--- src/core/psram_register_space_pkg.sv ---
// constants shared by the register space of the ddr pseudo-static dram.
// assumes a single system clock that oversamples the host bus clock.
package psram_register_space_pkg;
   // --------------------------------------------------------------
   // command_address layout
   // --------------------------------------------------------------
   localparam int CA_WIDTH       = 48;   // six bytes, msb first
   localparam int CA_READ_BIT    = 47;   // 1 read, 0 write
   localparam int CA_SPACE_BIT   = 46;   // 1 register space
   localparam int CA_LINEAR_BIT  = 45;   // 1 linear, 0 wrapped
   localparam int CA_BANK_LSB    = 24;   // register group byte
   localparam int CA_INDEX_LSB   = 0;    // register index byte
   localparam int CA_ROWCOL_LSB  = 16;   // word address a21..a3
   localparam int CA_ROWCOL_MSB  = 34;
   localparam int CA_HALF_MSB    = 2;    // word address a2..a0
   localparam int CA_EDGES       = 6;    // bus clock edges of ca
   localparam int WORD_ADDR_W    = 22;

   // --------------------------------------------------------------
   // register addresses
   // --------------------------------------------------------------
   localparam logic [7:0] BANK_IDENT  = 8'h00;
   localparam logic [7:0] BANK_CONFIG = 8'h01;
   localparam logic [7:0] INDEX_ZERO  = 8'h00;
   localparam logic [7:0] INDEX_ONE   = 8'h01;

   // --------------------------------------------------------------
   // identity field values and positions
   // --------------------------------------------------------------
   localparam logic [4:0] ROW_BITS_CODE = 5'h0c;  // thirteen row bits
   localparam logic [3:0] COL_BITS_CODE = 4'h8;   // nine column bits
   localparam int ID0_ROW_LSB = 8;
   localparam int ID0_COL_LSB = 4;

   // --------------------------------------------------------------
   // configuration word fields and reset value
   // --------------------------------------------------------------
   localparam logic [15:0] CFG_RESET   = 16'h8f1f;
   localparam int CFG_POWER_BIT  = 15;
   localparam int CFG_DRIVE_LSB  = 12;
   localparam int CFG_LAT_LSB    = 4;
   localparam int CFG_FIXED_BIT  = 3;
   localparam int CFG_LEGACY_BIT = 2;
   localparam int CFG_BURST_LSB  = 0;

   // initial latency codes
   localparam logic [3:0] LAT_CODE_5 = 4'h0;
   localparam logic [3:0] LAT_CODE_6 = 4'h1;
   localparam logic [3:0] LAT_CODE_8 = 4'h3;
   localparam logic [3:0] LAT_CODE_3 = 4'he;
   localparam logic [3:0] LAT_CODE_4 = 4'hf;

   // wrapped burst length codes
   localparam logic [1:0] BURST_128 = 2'h0;
   localparam logic [1:0] BURST_64  = 2'h1;
   localparam logic [1:0] BURST_16  = 2'h2;
   localparam logic [1:0] BURST_32  = 2'h3;

   // transaction states, gray along idle-ca-latency-register read data
   typedef enum logic [2:0] {
      ST_IDLE  = 3'h0,
      ST_CA    = 3'h1,
      ST_LAT   = 3'h3,
      ST_RDATA = 3'h2,
      ST_ADATA = 3'h6,
      ST_WREG  = 3'h7,
      ST_DONE  = 3'h5
   } xfer_state_t;
endpackage

--- src/core/psram_register_space.sv ---
// register space and transaction sequencer of the ddr psram device side.
// assumes bus_clock, chip select and dq arrive from the host asynchronously
// and are oversampled by sys_clk_in at several samples per bus clock phase.
`timescale 1ns/1ns
`default_nettype none

module psram_register_space
   import psram_register_space_pkg::*;
#(
   parameter logic [3:0] MAKER_CODE = 4'h5,  // arbitrary value
   parameter logic [3:0] TYPE_CODE  = 4'h6   // arbitrary value
) (
   // system
   input  wire logic                   sys_clk_in,
   input  wire logic                   rst_n_in,
   // host bus pins
   input  wire logic                   bus_clock_in,
   input  wire logic                   chip_sel_n_in,
   input  wire logic [7:0]             dq_in,
   output logic      [7:0]             dq_out,
   output logic                        dq_oe_out,
   input  wire logic                   strobe_mask_in,
   output logic                        strobe_mask_out,
   output logic                        strobe_mask_oe_out,
   // array side
   input  wire logic                   refresh_active_in,
   output logic                        array_access_out,
   output logic                        array_write_out,
   output logic [WORD_ADDR_W-1:0]      word_addr_out,
   output logic                        word_step_out,
   // configuration state
   output logic                        normal_power_out,
   output logic [2:0]                  drive_strength_out
);

   // ------------------------------------------------------------------
   // latency decode, used for both one and two count cases
   // ------------------------------------------------------------------
   function automatic logic [4:0] lat_clocks(input logic [3:0] code);
      logic [4:0] n;
      n = 5'h06;                       // reserved codes act as default
      unique case (code)
         LAT_CODE_5: n = 5'h05;
         LAT_CODE_6: n = 5'h06;
         LAT_CODE_8: n = 5'h08;
         LAT_CODE_3: n = 5'h03;
         LAT_CODE_4: n = 5'h04;
         default:    n = 5'h06;
      endcase
      return n;
   endfunction

   // ------------------------------------------------------------------
   // wrap mask in words for the burst length code
   // ------------------------------------------------------------------
   function automatic logic [5:0] wrap_mask(input logic [1:0] code);
      logic [5:0] m;
      m = 6'h0f;
      unique case (code)
         BURST_128: m = 6'h3f;         // 64 words
         BURST_64:  m = 6'h1f;         // 32 words
         BURST_16:  m = 6'h07;         // 8 words
         BURST_32:  m = 6'h0f;         // 16 words
      endcase
      return m;
   endfunction

   // ------------------------------------------------------------------
   // pin synchronisers
   // ------------------------------------------------------------------
   logic       ck_s1_q, ck_s2_q, ck_s3_q;  // bus clock, s3 for edges
   logic       cs_s1_q, cs_s2_q;           // chip select, active low
   logic [7:0] dq_s1_q, dq_s2_q;           // data bytes

   // two flops per pin, a third on the clock; the second stage is looked at, the third only for clock edges
   always_ff @(posedge sys_clk_in) begin
      if (!rst_n_in) begin
         ck_s1_q <= 1'b0;
         ck_s2_q <= 1'b0;
         ck_s3_q <= 1'b0;
         cs_s1_q <= 1'b1;
         cs_s2_q <= 1'b1;
         dq_s1_q <= 8'h00;
         dq_s2_q <= 8'h00;
      end else begin
         ck_s1_q <= bus_clock_in;
         ck_s2_q <= ck_s1_q;
         ck_s3_q <= ck_s2_q;
         cs_s1_q <= chip_sel_n_in;
         cs_s2_q <= cs_s1_q;
         dq_s1_q <= dq_in;
         dq_s2_q <= dq_s1_q;
      end
   end

   // edge finding on the synchronised clock
   wire ck_rise  = ck_s2_q & ~ck_s3_q;
   wire ck_fall  = ~ck_s2_q & ck_s3_q;
   wire ck_edge  = ck_rise | ck_fall;
   wire selected = ~cs_s2_q;

   // ------------------------------------------------------------------
   // transaction state
   // ------------------------------------------------------------------
   xfer_state_t       st_q, st_d;
   logic [CA_WIDTH-1:0] ca_q;          // shifted in msb byte first
   logic [2:0]        edge_cnt_q;      // bus clock edges inside ca
   logic [4:0]        lat_cnt_q;       // rising edges of latency
   logic              extra_lat_q;     // level shown during ca
   logic [15:0]       cfg_q;           // configuration word zero
   logic [7:0]        wr_hi_q;         // first byte of write word
   logic [15:0]       rd_word_q;       // word held for repeat reads
   logic [WORD_ADDR_W-1:0] addr_q;     // array word address
   logic [WORD_ADDR_W-1:0] start_q;    // first word of the burst
   logic [5:0]        wcnt_q;          // words done inside wrap group
   logic              linear_now_q;    // linear stepping: linear burst or hybrid wrap done
   logic              is_reg_rd_q;     // register read under way

   // ------------------------------------------------------------------
   // decode of the captured command_address
   // ------------------------------------------------------------------
   wire [CA_WIDTH-1:0] ca_full = {ca_q[CA_WIDTH-9:0], dq_s2_q};
   wire       is_read   = ca_full[CA_READ_BIT];
   wire       is_reg    = ca_full[CA_SPACE_BIT];
   wire       is_linear = ca_full[CA_LINEAR_BIT];
   wire [7:0] bank_sel  = ca_q[CA_BANK_LSB+7:CA_BANK_LSB];
   wire [7:0] idx_sel   = ca_q[CA_INDEX_LSB+7:CA_INDEX_LSB];
   // group byte then index byte pick the register
   wire sel_id0 = (bank_sel == BANK_IDENT)  && (idx_sel == INDEX_ZERO);
   wire sel_id1 = (bank_sel == BANK_IDENT)  && (idx_sel == INDEX_ONE);
   wire sel_cfg = (bank_sel == BANK_CONFIG) && (idx_sel == INDEX_ZERO);

   // identity words are constants, never storage
   wire [15:0] id0_word = {3'b000, ROW_BITS_CODE,
                           COL_BITS_CODE,
                           MAKER_CODE};
   wire [15:0] id1_word = {12'h000, TYPE_CODE};
   // unmapped registers read as zero
   wire [15:0] reg_rd_word = sel_id0 ? id0_word :
                             sel_id1 ? id1_word :
                             sel_cfg ? cfg_q : 16'h0000;

   // configuration fields
   wire       fixed_lat  = cfg_q[CFG_FIXED_BIT];
   wire       legacy     = cfg_q[CFG_LEGACY_BIT];
   wire [4:0] one_lat    = lat_clocks(cfg_q[CFG_LAT_LSB+3:CFG_LAT_LSB]);
   // fixed latency always shows refresh latency
   wire       show_extra = fixed_lat | refresh_active_in;
   wire [4:0] total_lat  = extra_lat_q ? 5'((one_lat << 1)) : one_lat;
   wire       lat_done   = ck_rise && (lat_cnt_q == total_lat - 5'h01);
   wire       ca_last    = ck_edge && (edge_cnt_q == 3'(CA_EDGES - 1));

   // ------------------------------------------------------------------
   // wrapped burst address step
   // ------------------------------------------------------------------
   wire [5:0] wmask = wrap_mask(cfg_q[CFG_BURST_LSB+1:CFG_BURST_LSB]);
   wire [WORD_ADDR_W-1:0] wmask_w  = {{(WORD_ADDR_W-6){1'b0}}, wmask};
   wire [WORD_ADDR_W-1:0] addr_inc = addr_q + 22'h000001;
   // stay inside the aligned group, wrapping round
   wire [WORD_ADDR_W-1:0] addr_wrap = (addr_q & ~wmask_w) |
                                      (addr_inc & wmask_w);
   // next group begins right after the start's group
   wire [WORD_ADDR_W-1:0] next_group = (start_q | wmask_w) +
                                       22'h000001;
   wire group_end = (wcnt_q == wmask);
   wire [WORD_ADDR_W-1:0] addr_next =
      linear_now_q                   ? addr_inc   :
      (!legacy && group_end)         ? next_group :
                                       addr_wrap;
   wire word_done = ck_fall && (st_q == ST_ADATA);

   // ------------------------------------------------------------------
   // next state
   // ------------------------------------------------------------------
   always_comb begin
      st_d = st_q;
      unique case (st_q)
         ST_IDLE:  if (selected) st_d = ST_CA;
         ST_CA: begin
            if (ca_last) begin
               // register writes go straight to data
               if (is_reg && !is_read) st_d = ST_WREG;
               else                    st_d = ST_LAT;
            end
         end
         ST_LAT:   if (lat_done) st_d = is_reg_rd_q ? ST_RDATA : ST_ADATA;
         ST_WREG:  if (ck_fall)  st_d = ST_DONE;  // one word only
         ST_RDATA: st_d = ST_RDATA;
         ST_ADATA: st_d = ST_ADATA;
         ST_DONE:  st_d = ST_DONE;
         default:  st_d = ST_IDLE;
      endcase
      if (!selected) st_d = ST_IDLE;  // chip select high ends all
   end

   // ------------------------------------------------------------------
   // state, counters and command capture
   // ------------------------------------------------------------------
   always_ff @(posedge sys_clk_in) begin
      if (!rst_n_in) begin
         st_q       <= ST_IDLE;
         ca_q       <= '0;
         edge_cnt_q <= 3'h0;
         lat_cnt_q  <= 5'h00;
      end else begin
         st_q <= st_d;
         if (st_q == ST_IDLE) begin
            edge_cnt_q <= 3'h0;
            lat_cnt_q  <= 5'h00;
         end else if (ck_edge && st_q == ST_CA) begin
            ca_q       <= ca_full;
            edge_cnt_q <= ca_last ? 3'h0 : edge_cnt_q + 3'h1;
         end else if (ck_rise && st_q == ST_LAT) begin
            lat_cnt_q  <= lat_cnt_q + 5'h01;
         end
      end
   end

   // ------------------------------------------------------------------
   // configuration word and register write
   // ------------------------------------------------------------------
   // writes are taken whenever they arrive; standby is the only time
   // a host can issue one, so no extra gating is kept here
   always_ff @(posedge sys_clk_in) begin
      if (!rst_n_in) begin
         cfg_q   <= CFG_RESET;
         wr_hi_q <= 8'h00;
      end else if (st_q == ST_WREG) begin
         if (ck_rise) wr_hi_q <= dq_s2_q;
         // whole word stored, mask pin not consulted
         if (ck_fall && sel_cfg) cfg_q <= {wr_hi_q, dq_s2_q};
      end
   end

   // ------------------------------------------------------------------
   // strobe_mask during command_address
   // ------------------------------------------------------------------
   // driven from the first cycle of select, before the command is
   // known, since the host needs it for latency on every transaction but a register write
   always_ff @(posedge sys_clk_in) begin
      if (!rst_n_in) begin
         extra_lat_q        <= 1'b1;
         strobe_mask_out    <= 1'b0;
         strobe_mask_oe_out <= 1'b0;
      end else begin
         unique case (st_d)
            ST_CA: begin
               if (st_q == ST_IDLE) extra_lat_q <= show_extra;
               strobe_mask_out    <= (st_q == ST_IDLE) ? show_extra
                                                       : extra_lat_q;
               strobe_mask_oe_out <= 1'b1;
            end
            ST_RDATA: begin
               // read strobe: high with the first byte, low second
               if (ck_rise) strobe_mask_out <= 1'b1;
               if (ck_fall) strobe_mask_out <= 1'b0;
               strobe_mask_oe_out <= (st_q == ST_RDATA) |
                                     strobe_mask_oe_out;
            end
            ST_LAT: begin
               // read preamble: low before the first data edge
               strobe_mask_out    <= 1'b0;
               strobe_mask_oe_out <= (st_q == ST_CA) ? is_reg & is_read
                                                     : is_reg_rd_q;
            end
            default: begin
               strobe_mask_out    <= 1'b0;
               strobe_mask_oe_out <= 1'b0;
            end
         endcase
      end
   end

   // ------------------------------------------------------------------
   // register read data path
   // ------------------------------------------------------------------
   always_ff @(posedge sys_clk_in) begin
      if (!rst_n_in) begin
         is_reg_rd_q <= 1'b0;
         rd_word_q   <= 16'h0000;
         dq_out      <= 8'h00;
         dq_oe_out   <= 1'b0;
      end else begin
         if (st_q == ST_CA && ca_last) begin
            is_reg_rd_q <= is_reg & is_read;
         end
         if (st_q == ST_LAT) rd_word_q <= reg_rd_word;
         if (st_d == ST_RDATA && ck_edge) begin
            // the same word repeats while clocked
            dq_out    <= ck_rise ? rd_word_q[15:8] : rd_word_q[7:0];
            dq_oe_out <= 1'b1;
         end else if (st_d != ST_RDATA) begin
            dq_out    <= 8'h00;
            dq_oe_out <= 1'b0;
         end
      end
   end

   // ------------------------------------------------------------------
   // array burst address sequencer
   // ------------------------------------------------------------------
   always_ff @(posedge sys_clk_in) begin
      if (!rst_n_in) begin
         addr_q           <= '0;
         start_q          <= '0;
         wcnt_q           <= 6'h00;
         linear_now_q     <= 1'b0;
         array_access_out <= 1'b0;
         array_write_out  <= 1'b0;
         word_step_out    <= 1'b0;
      end else begin
         word_step_out <= word_done;
         if (st_q == ST_CA && ca_last && !is_reg) begin
            addr_q  <= {ca_full[CA_ROWCOL_MSB:CA_ROWCOL_LSB],
                        ca_full[CA_HALF_MSB:0]};
            start_q <= {ca_full[CA_ROWCOL_MSB:CA_ROWCOL_LSB],
                        ca_full[CA_HALF_MSB:0]};
            wcnt_q  <= 6'h00;
            linear_now_q    <= is_linear;
            array_write_out <= ~is_read;
         end else if (word_done) begin
            addr_q <= addr_next;
            wcnt_q <= wcnt_q + 6'h01;
            if (!legacy && group_end) linear_now_q <= 1'b1;
         end
         array_access_out <= (st_d == ST_ADATA);
      end
   end

   // ------------------------------------------------------------------
   // outputs taken from flops
   // ------------------------------------------------------------------
   assign word_addr_out      = addr_q;
   assign normal_power_out   = cfg_q[CFG_POWER_BIT];
   assign drive_strength_out =
      cfg_q[CFG_DRIVE_LSB+2:CFG_DRIVE_LSB];
   // latency and length fields used above

   // strobe_mask input is unused: register writes never mask and
   // array data masking belongs to the array side
   wire unused_mask = strobe_mask_in;

endmodule

`default_nettype wire

--- config.mk ---
export PLATFORM = sky130hd
export DESIGN_NAME = psram_register_space
export DESIGN_NICKNAME = d
export VERILOG_FILES = /design/src/core/psram_register_space_pkg.sv /design/src/core/psram_register_space.sv
export SDC_FILE = /design/constraint.sdc
export NUM_CORES = 1
export LEC_CHECK = 0
export BUFFER_PORTS_ARGS = -buffer_cell sky130_fd_sc_hd__buf_2
export CORE_AREA = 2 2 178 180
export CTS_BUF_LIST = sky130_fd_sc_hd__clkbuf_16
export CTS_CLUSTER_SIZE = 20
export DETAILED_ROUTE_END_ITERATION = 8
export DIE_AREA = 0 0 180 182
export GPL_ROUTABILITY_DRIVEN = 0
export GPL_TIMING_DRIVEN = 0
export SYNTH_ARGS = -nofsm -noshare
export SYNTH_HDL_FRONTEND = slang
export SYNTH_SLANG_ARGS = --single-unit
export TNS_END_PERCENT = 10
--- constraint.sdc ---
create_clock -name sys_clk_in -period 5.43 [get_ports sys_clk_in]
set_clock_uncertainty 0.2 [all_clocks]
set_input_delay 1.3575 -clock sys_clk_in [delete_from_list [all_inputs] [get_ports sys_clk_in]]
set_output_delay 1.3575 -clock sys_clk_in [all_outputs]
set_load 0.05 [all_outputs]
* Word level (Yosys, flattened, before mapping)
Cells that the tools add are included.
** Storage, ports and cells
- Register bits after elaboration :: 179
- Bits of input ports :: 14
- Output and inout port bits :: 40
- Word-level logic and storage cells :: 137
** Cells by class
- Add/subtract/negate cells :: 6
- Equality and inequality tests :: 23
- Multiplexer cells :: 32
- Bitwise logic cells :: 17
- Reductions and logical operators :: 32
** Operators with widths (number)
- $mux 22 :: 4
- $mux 16 :: 3
- $add 22x1->22 const B :: 2
- $mux 8 :: 3
- $pmux 6 s4 :: 1
- $and 22x22->22 :: 1
- $and 22x6->22 :: 1
- $not 6->22 :: 1
- $or 22x22->22 :: 1
- $or 22x6->22 :: 1
- $mux 3 :: 7
- $pmux 3 s7 :: 1
- $eq 8x1->1 const B :: 2
- $logic_not 8->1 :: 2
- $pmux 4 s4 :: 1
- $eq 3x3->1 const B :: 5
- $logic_and 1x1->1 :: 14
- $eq 3x2->1 const B :: 4
- $reduce_and 2->1 :: 5
- $mux 1 :: 9
- $eq 4x4->1 const B :: 2
- $add 6x1->6 const B :: 1
- $eq 3x1->1 const B :: 2
- $eq 6x6->1 :: 1
- 21 further kinds :: 36

* Depth between registers and ports, before layout
Gate-level depths: netlist of the first run.
- Word-level depth :: 12
- Gate-level depth with buffers :: 11
- Mapped depth without buffers :: 10

* Worst setup path after synthesis of the first run
Ideal clock, no wire load.
- Path kind :: register to register
- Start point :: register (tool-made name)
- End point :: register addr_q[21] (netlist: word_addr_out[21])
- Library setup time :: 0.117 ns
- Data arrival time :: 2.332 ns
- Data required time :: 5.113 ns
- Path slack :: 2.781 ns
- Stages on the path, launching flop included :: 8
- Path buffers :: 0
- Period minus slack after synthesis :: 2.649 ns
- Cells stage by stage :: dfxtp_1 -> nand4_1 -> nor4_1 -> nand3_1 -> xnor2_1 -> a22oi_1 -> o21ai_0 -> a32o_1
** RTL lines
- end signal, assigned :: RTL line psram_register_space.sv:314 : addr_q <= {ca_full[CA_ROWCOL_MSB:CA_ROWCOL_LSB],
- end signal, assigned :: RTL line psram_register_space.sv:322 : addr_q <= addr_next;
- end, declared :: RTL line psram_register_space.sv:113 : logic [WORD_ADDR_W-1:0] addr_q;

* Worst setup path in the final report of the first run
- Start point :: register ck_s2_q
- End point :: register addr_q[6] (netlist: word_addr_out[6])
** On the way
- Longest elaborated chain between the ends :: 7
- Elaborated cells on any way between the ends :: 10
- Classes of those cells :: mux (1); bitwise (4); reduce/logical (5)
** RTL lines
- start, declared :: RTL line psram_register_space.sv:71 : logic ck_s1_q, ck_s2_q, ck_s3_q;
- start signal, assigned :: RTL line psram_register_space.sv:87 : ck_s2_q <= ck_s1_q;
- $not 1->1 :: RTL line psram_register_space.sv:98 : wire ck_fall = ~ck_s2_q & ck_s3_q;
- $and 1x1->1 :: RTL line psram_register_space.sv:98
- $or 1x1->1 :: RTL line psram_register_space.sv:99 : wire ck_edge = ck_rise | ck_fall;
- $logic_and 1x1->1 :: RTL line psram_register_space.sv:151 : wire ca_last = ck_edge && (edge_cnt_q == 3'(CA_EDGES - 1));
- $logic_and 1x1->1 (2 in series) :: RTL line psram_register_space.sv:313 : if (st_q == ST_CA && ca_last && !is_reg) begin
- $mux 22 / $reduce_bool 2->1 (equally long branches)
Parallel ways exist; a longest one is shown, timed or not.
A chain may end at the register's enable or synchronous reset.

==> results.md, run 1 <==
* Outcome: completed
* Hold crit path type: register to register
* Worst Max-Slew Pin Slew at 1.35 ns
* CTS sink cnt at 171
* Crit Path Category: register to register
* Max-slew violations at 0
* Mux cell area share after synthesis at 1.31%
* WP data required at around 5.6 ns
* Register Area at 3420 µm²
* Detailed Route Iter0 Violations at 480
* CORE AREA at 31000 µm²
* GR Util All Layers at roughly an eighth
* Vias in the first global route at 6637
* DR vias at 6903
* Total CTS buffers at 17
* XOR/XNOR Fraction of Synth Area at 5.39%
* Initial core utilization at between 20% and 30%
* Upper clock frequency limit at ~270 MHz
* CP Cell Sequence: inv_1 > ha_1 > nand2_1 > nor3b_1 > o21ai_0 > nor2_1 > nand2b_1 > nand2_1 > o31ai_1
* First-pass GRT wire length at 35100 µm
* Slowest-stage cell, CP: nor3b_1
* Yosys synthesis warning count at 0
* Slew HR at roughly 9.7%
* Largest family of logic cells by synthesized area: simple AND/OR/NAND/NOR gates
* CTS tree: done
* Most frequent CP cell: nand2_1
* Number of vias per cell at 4.79
* Maximum vdd ir drop at 226 µV
* WHS at 0.209 ns
* FP Rows at 65
* Setup bufs post-CTS at 0
* Detailed placement HPWL at 16300 µm
* Layout cells sized above 1 at between 10% and 20%
* DRC Markers at 0
* Register area share after synthesis at 44.8%
* P per Cell Area at 279 nW/µm²
* Clock tree buffer depth at 2
* Largest net degree at the start of global routing at 18
* Compound-Gate Fraction of Synth Area at between 10% and 20%
* Clk_lat worst skew at around 0.44 ns
* FILL cells at 3280
* Arrival time at the worst endpoint at 3.90 ns
* Nets at 1047
* Post-synth EDFFs at 0
* Syn nets at 977
* Width of the die at 180 µm
* Reg clk slew, reported paths at 0.07 ns
* Ys async rst share at 0%
* Post-cts resize count at 0
* Total gr overflow at 0
* Crit-path max FO at 8
* WL/cell at between 15 and 20 µm
* Min Tclk post-route at 3.74 ns
* Synth Area in Adders at roughly 1.3%
* Setup TNS at 0 ns
* Max-Cap Viols at 0
* Startpoint Class: register
* Combined area of the multi-input logic cells at between 3000 and 4000 µm²
* Simple-gate share of the synthesized area at 25.7%
* Root buffer cell: clkbuf_16
* Unrepaired setup endpoints after global routing: false
* Most used DFF post-synth: dfxtp_1
* ANT cells at 0
* Yosys cell types at 63
* WP buf/inv at 1
* Endpoints failing setup at 0
* IO Port Bufs at 51
* WL final at between 20000 and 25000 µm
* H-tree level count at 4
* CP peak stage delay at 1.07 ns
* Antenna violations before repair at 0
* Syn Inst Count at 955
* Layout area overhead at 17.2%
* Final Hold Vio Count at 0
* #FFs+latches synth at around 170
* Die area at 32800 µm²
* Die Y at 182 µm
* Cell Area, Synth at 7640 µm²
* Crit end category: register
* Pre-antenna DRT Iters at 5
* Hold buffer count at cts at 0
* Kind of cell adding the most delay to the critical path: simple AND/OR/NAND/NOR gates
* Top Ports at 54
* LEAKAGE at 3.10 nW
* Fin crit share at 68.9%
* Routed Antenna Nets at 0
* Avg Cell Area, Syn at 8.00 µm²
-- cell families (layout without fill, tap and decap cells) --
logic type	Yosys count	count (layout)
buffers and inverters	76	159
DFF	171	171
xor gates and xnor gates	47	47
muxes	10	10
adders and majority gates	8	8
AOI/OAI and AO/OA	215	215
and+or+nand+nor	428	428
-- layer usage --
metal | routed length [µm] | track usage (%) | share of wire (%) | up-vias
li1 | - | - | - | 3437
met1 | 10200 | 17.1 | 47 | 3249
met2 | 9980 | 21.9 | 46 | 163
met3 | 960 | 2.33 | 4.4 | 54
met4 | 735 | 5.98 | 3.4 | 0
met5 | 0 | 0 | 0 | -
-- cell usage in the layout, fill, tap and decap left out, types with 4 or more instances in the layout --
master / n
nor2_1: 89
xnor2_1: 28
clkbuf_1: 51
a21oi_1: 107
a31oi_1: 4
dfxtp_1: 171
buf_2: 55
inv_6: 8
ha_1: 8
and2_1: 19
o22ai_1: 4
and3_1: 7
and4_1: 8
nand4_1: 16
a22oi_1: 14
or3_1: 4
o21ai_0: 30
nor4_1: 9
mux2i_1: 10
nor3b_1: 5
clkbuf_16: 17
xor2_1: 19
or2_2: 5
a211oi_1: 5
nand2_1: 197
inv_1: 15
a21o_1: 6
nor3_1: 13
nand2b_1: 15
nand3_1: 30
a221oi_1: 8
a32o_1: 5
-- worst paths after layout --
kind | start | to | slack, ns | cells past startpoint
worst max register to register | ck_s2_q$_SDFF_PN0_ | word_addr_out[6]$_SDFFE_PN0P_ | 1.69 | 9
worst min register to register | cs_s1_q$_SDFF_PN1_ | cs_s2_q$_SDFF_PN1_ | 0.21 | 1
worst max-delay path | ck_s2_q$_SDFF_PN0_ | word_addr_out[6]$_SDFFE_PN0P_ | 1.69 | 9
worst min-delay path | cs_s1_q$_SDFF_PN1_ | cs_s2_q$_SDFF_PN1_ | 0.21 | 1
-- sequential cells by signal (all words and copies together), names as in the netlist, 3 cells and up, named ones only --
register / flops
ca_q: 35
cfg_q: 16
dq_out: 8
dq_s1_q: 8
dq_s2_q: 8
edge_cnt_q: 3
lat_cnt_q: 5
rd_word_q: 16
st_q: 3
start_q: 19
wcnt_q: 6
word_addr_out: 19
wr_hi_q: 8
-- Yosys cell counts, drive strengths merged, types with 16 or more instances --
cell type    n  share of area [%]
xnor2       28                3.2
and2        19                1.6
nor2        89                4.4
nand4       16                1.3
dfxtp      171                 45
clkbuf      51                2.5
nand2      197                9.7
nand3       30                2.0
xor2        19                2.2
a21oi      108                7.1
o21ai       32                2.1
-- worst reg2reg max path, delay by kind of cell, from the launching register on --
family                     cells  cell delay [ns]
buffers and inverters          1             0.07
and+or+nand+nor                5             2.30
adders and majority gates      1             0.26
AOI/OAI and AO/OA              2             0.51
DFF                            1             0.31
-- per-stage QoR --
step	utilization, %	total power [mW]	worst slack [ns]	cell area, µm²	cells
floorplan	-	1.33	2.78	7640	955
global placement	27.1	1.35	1.80	8400	1408
detailed placement	27.1	1.35	1.81	8400	1408
CTS	28.9	2.51	1.80	8950	1440
global route	28.9	2.57	1.53	8950	1440
finish	28.9	2.49	1.69	8950	1440
-- report_power, final --
| part | total [mW] | internal [mW] | switching (mW) |
|---|---|---|---|
| Combinational | 0.0568 | 0.0154 | 0.0414 |
| Clock | 1.17 | 0.602 | 0.568 |
| Sequential | 1.27 | 1.26 | 0.00616 |
-- final cells by class --
type | instances | area share [%]
clock inverter | 15 | 1.44
buffer | 61 | 2.91
inverter | 15 | 0.629
tap | 402 | 5.62
timing repair buffer | 51 | 2.85
sequential | 171 | 38.2
multi-input combinational | 708 | 43.6
clock buffer | 17 | 4.75
Note: power is estimated with default switching activity, not from simulation.
==> run 2, diff against run 1 <==
- clock period: 5.43 -> 3.38 ns (I/O delays scaled with it)
==> run 2 against run 1 <==
Worst hold slack is essentially flat. Total power grew 61%. Largest cell class unchanged. Clock power grew 61%. Critical path depth is the same. Largest power group unchanged. Sequential power grew 61%. Sequential share of layout area shrank 0.16 points. First-iteration DRC count shrank 5.4%. Combinational power grew 61%. Die area is the same. Critical endpoint is now word_addr_out[14]$_SDFFE_PN0P_. Design area grew 0.43%. Flip-flop and latch count is the same. Utilization grew 0.13 points.
==> results.md, run 2 (synthesized netlist as in run 1, its figures left out) <==
* Setup TNS at 0 ns
* Hold crit path type: register to register
* R2R cell count at 9
* WP data required at 3.51 ns
* DP Area at 8400 µm²
* Crit-path max FO at 10
* LEAKAGE at 3.11 nW
* Combinational share of power at 2.3%
* Critical R2R Launch: ck_s2_q$_SDFF_PN0_
* H-tree level count at 4
* Max-slew violations at 0
* Upper clock frequency limit at 308 MHz
* Initial core utilization at 24.7%
* Root buffer cell: clkbuf_16
* Pint at 3.02 mW
* WL/cell at around 15 µm
* Min Tclk post-route at 3.24 ns
* CTS sink cnt at ~170
* Crit end category: register
* Nets at 1047
* Layout cells sized above 1 at 10.8%
* Clock tree buffer depth at 2
* Most frequent cells in the layout: 197 x nand2_1, 171 x dfxtp_1, 107 x a21oi_1
* R2r endpoint: word_addr_out[14]$_SDFFE_PN0P_
* Largest net degree at the start of global routing at 18
* Pre-antenna DRT Iters at 7
* Antenna violations before repair at 0
* Switching part of the total at 24.6%
* Vias in the first global route at 6640
* Reg-to-reg slack, setup at 0.14 ns
* ANT cells at 0
* Total CTS buffers at 17
* Clock power frac at roughly 47%
* IO Port Bufs at 51
* CORE AREA at 31000 µm²
* Detailed placement HPWL at 16300 µm
* Detailed Route Iter0 Violations at 454
* Max FFs per register at 35
* Clk_lat worst skew at 0.44 ns
* Arrival time at the worst endpoint at 3.37 ns
* Reg clk slew, reported paths at 0.07 ns
* Biggest register: ca_q
* Fin crit share at 95.9%
* FP Rows at 65
* Outcome: completed
* Commonest non-fill, non-tap cell in the layout: nand2_1
* DR vias at 6935
* Startpoint Class: register
* Total gr overflow at 0
* NetSw at 984 µW
* Layout area overhead at 17.7%
* Hold_sp: cs_s1_q$_SDFF_PN1_
* Unrepaired setup endpoints after global routing: false
* Top Ports at 54
* Number of vias per cell at 4.82
* Width of the die at 180 µm
* Maximum vdd ir drop at 355 µV
* Util after Layout at 29.0%
* Hold endpoint: cs_s2_q$_SDFF_PN1_
* Post-layout instance area at 8990 µm²
* Seq pwr share at between 50% and 60%
* First-pass GRT wire length at between 30000 and 40000 µm
* WHS at 0.209 ns
* Max-Cap Viols at 0
* CTS tree: done
* Final Hold Vio Count at 0
* Pwr Total at around 4.0 mW
* Die area at 32800 µm²
* DRC Markers at 0
* Die Y at 182 µm
* Endpoints failing setup at 0
* WL final at 21900 µm
* Worst Max-Slew Pin Slew at 1.09 ns
* Routed Antenna Nets at 0
* GR Util All Layers at 13.3%
* Worst Hold Depth at 1
* P per Cell Area at 445 nW/µm²
* Crit Path Category: register to register
* Slew HR at 26.8%
[run 2: cell counts in the layout (fill, tap and decap cells not counted)]
No cell type changed its count.
[run 2: repair_timing]
action                                  CTS  global route
hold buffers                              0             0
setup buffers                             0             0
endpoints found under the setup margin   37            34
gates resized for setup                   3             8
[run 2: worst max path at each step]
stage	from	to	slack, ns	cells after the start
2_1_floorplan	register	word_addr_out[21]$_SDFFE_PN0P_	0.73	7
3_3_place_gp	ck_s2_q$_SDFF_PN0_	word_addr_out[8]$_SDFFE_PN0P_	-0.25	9
3_5_place_dp	ck_s2_q$_SDFF_PN0_	word_addr_out[6]$_SDFFE_PN0P_	-0.24	9
4_1_cts	ck_s2_q$_SDFF_PN0_	register	0.02	9
5_1_grt	ck_s2_q$_SDFF_PN0_	word_addr_out[15]$_SDFFE_PN0P_	0.03	10
6_report	ck_s2_q$_SDFF_PN0_	word_addr_out[14]$_SDFFE_PN0P_	0.14	9
[run 2: power groups by stage]
stage / clock [mW] / sequential (mW) / combinational, mW
floorplan: 0 / 2.08 / 0.0539
global placement: 0 / 2.08 / 0.0915
detailed placement: 0 / 2.08 / 0.0916
CTS: 1.90 / 2.04 / 0.0920
global route: 1.99 / 2.04 / 0.101
finish: 1.88 / 2.04 / 0.0913
[run 2: critical path: stages (launching register included)]
cell	delay [ns]
dfxtp_1	0.31
inv_1	0.07
ha_1	0.26
nand2_1	0.14
nor3b_2	0.62
o21ai_0	0.20
nor2_1	0.58
nor2_1	0.17
clkbuf_1	0.26
a32o_1	0.31
[run 2: stage by stage]
stage | worst slack, ns | cells
after floorplan | 0.731 | 955
after global placement | -0.248 | 1408
after detailed placement | -0.237 | 1408
after CTS | 0.0184 | 1440
after global routing | 0.0323 | 1440
final | 0.138 | 1440
[run 2: routing by layer]
| layer | track usage, % | up-vias | part of all wire, % |
|---|---|---|---|
| met1 | 17.1 | 3271 | 46 |
| met5 | 0 | - | 0 |
| li1 | - | 3442 | - |
| met3 | 2.33 | 47 | 4.3 |
| met4 | 5.98 | 0 | 3.2 |
| met2 | 21.9 | 175 | 46 |
[run 2: area by class of cell]
class	count	area (µm²)
Fill cell	3274	22000
Multi-Input combinational cell	708	3940
Sequential cell	171	3420
Tap cell	402	503
Clock buffer	17	425
Buffer	61	264
Timing Repair Buffer	51	255
Clock inverter	15	129
Inverter	15	56.3
==> run 3, diff against run 2 <==
- ABC_AREA: unset -> 1
- CELL_PAD_IN_SITES_DETAIL_PLACEMENT: unset -> 0
- CELL_PAD_IN_SITES_GLOBAL_PLACEMENT: unset -> 1
- CORE_AREA: 2 2 178 180 -> 2 2 182 184
- DIE_AREA: 0 0 180 182 -> 0 0 184 186
- PLACE_DENSITY_LB_ADDON: unset -> 0.1
- RECOVER_POWER: unset -> 100
==> run 3 against run 2 <==
Sequential share of layout area decreased by 0.99 points. Via count rose by 6.4%. Clock power decreased by 3%. Final cell count rose by 10%. Flip-flop and latch count unchanged. Setup slack better by 0.13 ns. Critical endpoint is now strobe_mask_oe_out$_SDFF_PN0_. Highest routed layer unchanged.
==> results.md, run 3 <==
* Outcome: completed
* Total gr overflow at 0
* Total CTS buffers at 17
* Hold_sp: dq_s1_q[7]$_SDFF_PN0_
* Antenna violations before repair at 0
* Top post-synthesis cells by count: 217 x nand2_1, 171 x dfxtp_1, 113 x inv_1, 99 x nor2_1, 96 x a21oi_1
* Clock tree buffer depth at 2
* Most frequent cell after synthesis: nand2_1
* IO Port Bufs at 51
* Ys async rst share at 0%
* Min Tclk post-route at 3.11 ns
* Maximum vdd ir drop at 276 µV
* Nets at 1190
* Post-layout instance area at 9240 µm²
* Unrepaired setup endpoints after global routing: true
* Arrival time at the worst endpoint at 3.20 ns
* Endpoints failing setup at 0
* H-tree level count at 4
* Yosys synthesis warning count at 0
* Max-slew violations at 0
* Hold endpoint: dq_s2_q[7]$_SDFF_PN0_
* R2r endpoint: strobe_mask_oe_out$_SDFF_PN0_
* Startpoint Class: register
* Hold crit path type: register to register
* Upper clock frequency limit at 321 MHz
* NetSw at between 1 and 1.5 mW
* M3 GR Usage at under 10%
* GR Util All Layers at 16.8%
* DR vias at 7379
* CP Cell Sequence: inv_1 > nor3_1 > clkinv_1 > nor2_1 > nand3_1 > a21oi_2 > nor2_4 > buf_12 > o21ai_2 > a21oi_2
* Final Hold Vio Count at 0
* Slowest-stage cell, CP: nor3_1
* Reg-to-reg slack, setup at 0.27 ns
* ANT cells at 0
* LEAKAGE at 3.38 nW
* Number of vias per cell at 4.64
* M2 GR Usage at 29.1%
* Root buffer cell: clkbuf_16
* Seq pwr share at 51.0%
* First-pass GRT wire length at 43200 µm
* WL final at 27700 µm
* Kind of cell adding the most delay to the critical path: simple AND/OR/NAND/NOR gates
* Most frequent cells in the layout: 217 x nand2_1, 170 x dfxtp_1, 116 x inv_1
* WP buf/inv at 3
* Pre-CTS worst setup slack at -0.0452 ns
* CP peak stage delay at 0.60 ns
* XOR/XNOR Fraction of Synth Area at under 10%
* Syn nets at 1120
* Switching part of the total at roughly a quarter
* Slew HR at 42.0%
* DP Cell Count at 1557
* FILL cells at 3621
* Compound-Gate Fraction of Synth Area at 18.2%
* Vias in the first global route at around 7400
* Largest family of logic cells by synthesized area: simple AND/OR/NAND/NOR gates
* WL/cell at between 15 and 20 µm
* Met1 Resource Use GR at 22.1%
* Critical R2R Launch: st_q[0]$_SDFF_PN0_
* R2R cell count at 10
* Detailed placement HPWL at 21200 µm
* Crit end category: register
* Top cell type's share of synthesized area at approximately 43%
* P per Cell Area at 433 nW/µm²
* Simple-gate share of the synthesized area at 27.3%
* WP data required at between 3 and 4 ns
* Layout cells sized above 1 at 9.48%
* Width of the die at about 180 µm
* Pint at 3.00 mW
* Top Ports at 54
* Mux cell area share after synthesis at 0%
* Initial core utilization at 24.7%
* Commonest non-fill, non-tap cell in the layout: nand2_1
* Die area at 34200 µm²
* Die Y at 186 µm
* Most used DFF post-synth: dfxtp_1
* Clk_lat worst skew at 0.44 ns
* Max FFs per register at 35
* Clock power frac at 45.6%
* Slack of the critical path at about 0.27 ns
* Fin crit share at 92.1%
* CTS sink cnt at 171
* Yosys top cell by area: dfxtp_1
* Worst Max-Slew Pin Slew at ~0.87 ns
* Register area share after synthesis at between 40% and 50%
* DRC Markers at 0
* CTS tree: done
* Crit Path Category: register to register
* CORE AREA at 32200 µm²
* Routed Antenna Nets at 0
* Cell Area, Synth at between 7000 and 8000 µm²
* Most frequent CP cell: a21oi_2
* Detailed Route Iter0 Violations at 490
* Post-synth EDFFs at 0
* Biggest register: ca_q
* Util after Layout at between 20% and 30%
* Final cell count without fillers at 1589
* Combinational share of power at 3.4%
* Setup bufs post-CTS at 0
* Synth area leaders: dfxtp_1 43%, nand2_1 10%, a21oi_1 6.0%
* Pre-antenna DRT Iters at 6
* Avg Cell Area, Syn at between 7 and 8 µm²
* Reg clk slew, reported paths at 0.07 ns
* Layout area overhead at 15.9%
* Max-Cap Viols at 0
* FP Rows at 66
* DP Area at ~8700 µm²
* Crit-path max FO at 10
* Largest net degree at the start of global routing at 17
* GRT busiest layer: met2
* Synth Area in Adders at 1.26%
* Worst Hold Depth at 2
* Yosys cell types at 46
* Syn Inst Count at 1098
* #FFs+latches synth at 171
==> run 3: what timing repair did <==
action / in CTS / in global routing
hold buffers: 0 / 0
resized for setup: 2 / 10
setup endpoints to repair: 8 / 30
==> run 3: layer usage <==
| layer | part of all wire, % | wire, µm | vias to the layer above |
|---|---|---|---|
| li1 | - | - | 3816 |
| met1 | 49 | 13500 | 3451 |
| met2 | 48 | 13200 | 92 |
| met3 | 2.3 | 625 | 20 |
| met4 | 1.2 | 343 | 0 |
| met5 | 0 | 0 | - |
==> run 3: layout make-up <==
cell class / count / area (µm²) / area share, %
timing repair buffer: 51 / 205 / 2.22
sequential: 171 / 3420 / 37.1
inverter: 124 / 469 / 5.08
tap: 408 / 510 / 5.53
buffer: 53 / 254 / 2.75
clock inverter: 15 / 97.6 / 1.06
multi-input combinational: 750 / 3850 / 41.7
clock buffer: 17 / 425 / 4.61
==> run 3: cells by family (layout without fill, tap and decap cells) <==
family,after synthesis,in the layout
simple gates,472,472
compound gates,258,258
buf+inv,177,260
fa+ha+maj,8,8
flops,171,171
xor+xnor,12,12
==> run 3: stage by stage <==
| step | setup TNS (ns) | power [mW] | hold slack, ns |
|---|---|---|---|
| floorplan | 0 | 2.16 | 0.190 |
| global placement | -0.547 | 2.23 | 0.196 |
| detailed placement | -0.0807 | 2.23 | 0.200 |
| CTS | 0 | 4.06 | 0.217 |
| global route | -0.124 | 4.17 | 0.245 |
| finish | 0 | 4.00 | 0.213 |
==> run 3: worst max-delay path by stage <==
stage | depth (start not counted) | startpoint | slack (ns) | to
global route | 13 | ck_s2_q$_SDFF_PN0_ | -0.04 | word_addr_out[15]$_SDFFE_PN0P_
global placement | 11 | ck_s2_q$_SDFF_PN0_ | -0.07 | word_addr_out[12]$_SDFFE_PN0P_
floorplan | 17 | word_addr_out[0]$_SDFFE_PN0P_ | 0.68 | word_addr_out[20]$_SDFFE_PN0P_
detailed placement | 11 | ck_s2_q$_SDFF_PN0_ | -0.05 | word_addr_out[12]$_SDFFE_PN0P_
finish | 10 | st_q[0]$_SDFF_PN0_ | 0.27 | strobe_mask_oe_out$_SDFF_PN0_
CTS | 11 | ck_s2_q$_SDFF_PN0_ | 0.02 | start_q[20]$_SDFFE_PN0P_
==> run 3: power groups by stage <==
stage / Sequential, mW / Combinational [mW] / Clock (mW)
3_5_place_dp: 2.09 / 0.139 / 0
2_1_floorplan: 2.08 / 0.0805 / 0
4_1_cts: 2.04 / 0.139 / 1.88
3_3_place_gp: 2.09 / 0.140 / 0
6_report: 2.04 / 0.136 / 1.82
5_1_grt: 2.04 / 0.155 / 1.98
==> run 3: worst reg2reg max path, delay by kind of cell, from the launching register on <==
kind | cells | cell delay (ns)
simple gates | 4 | 1.05
buf+inv | 3 | 0.88
compound gates | 3 | 0.43
flops | 1 | 0.42
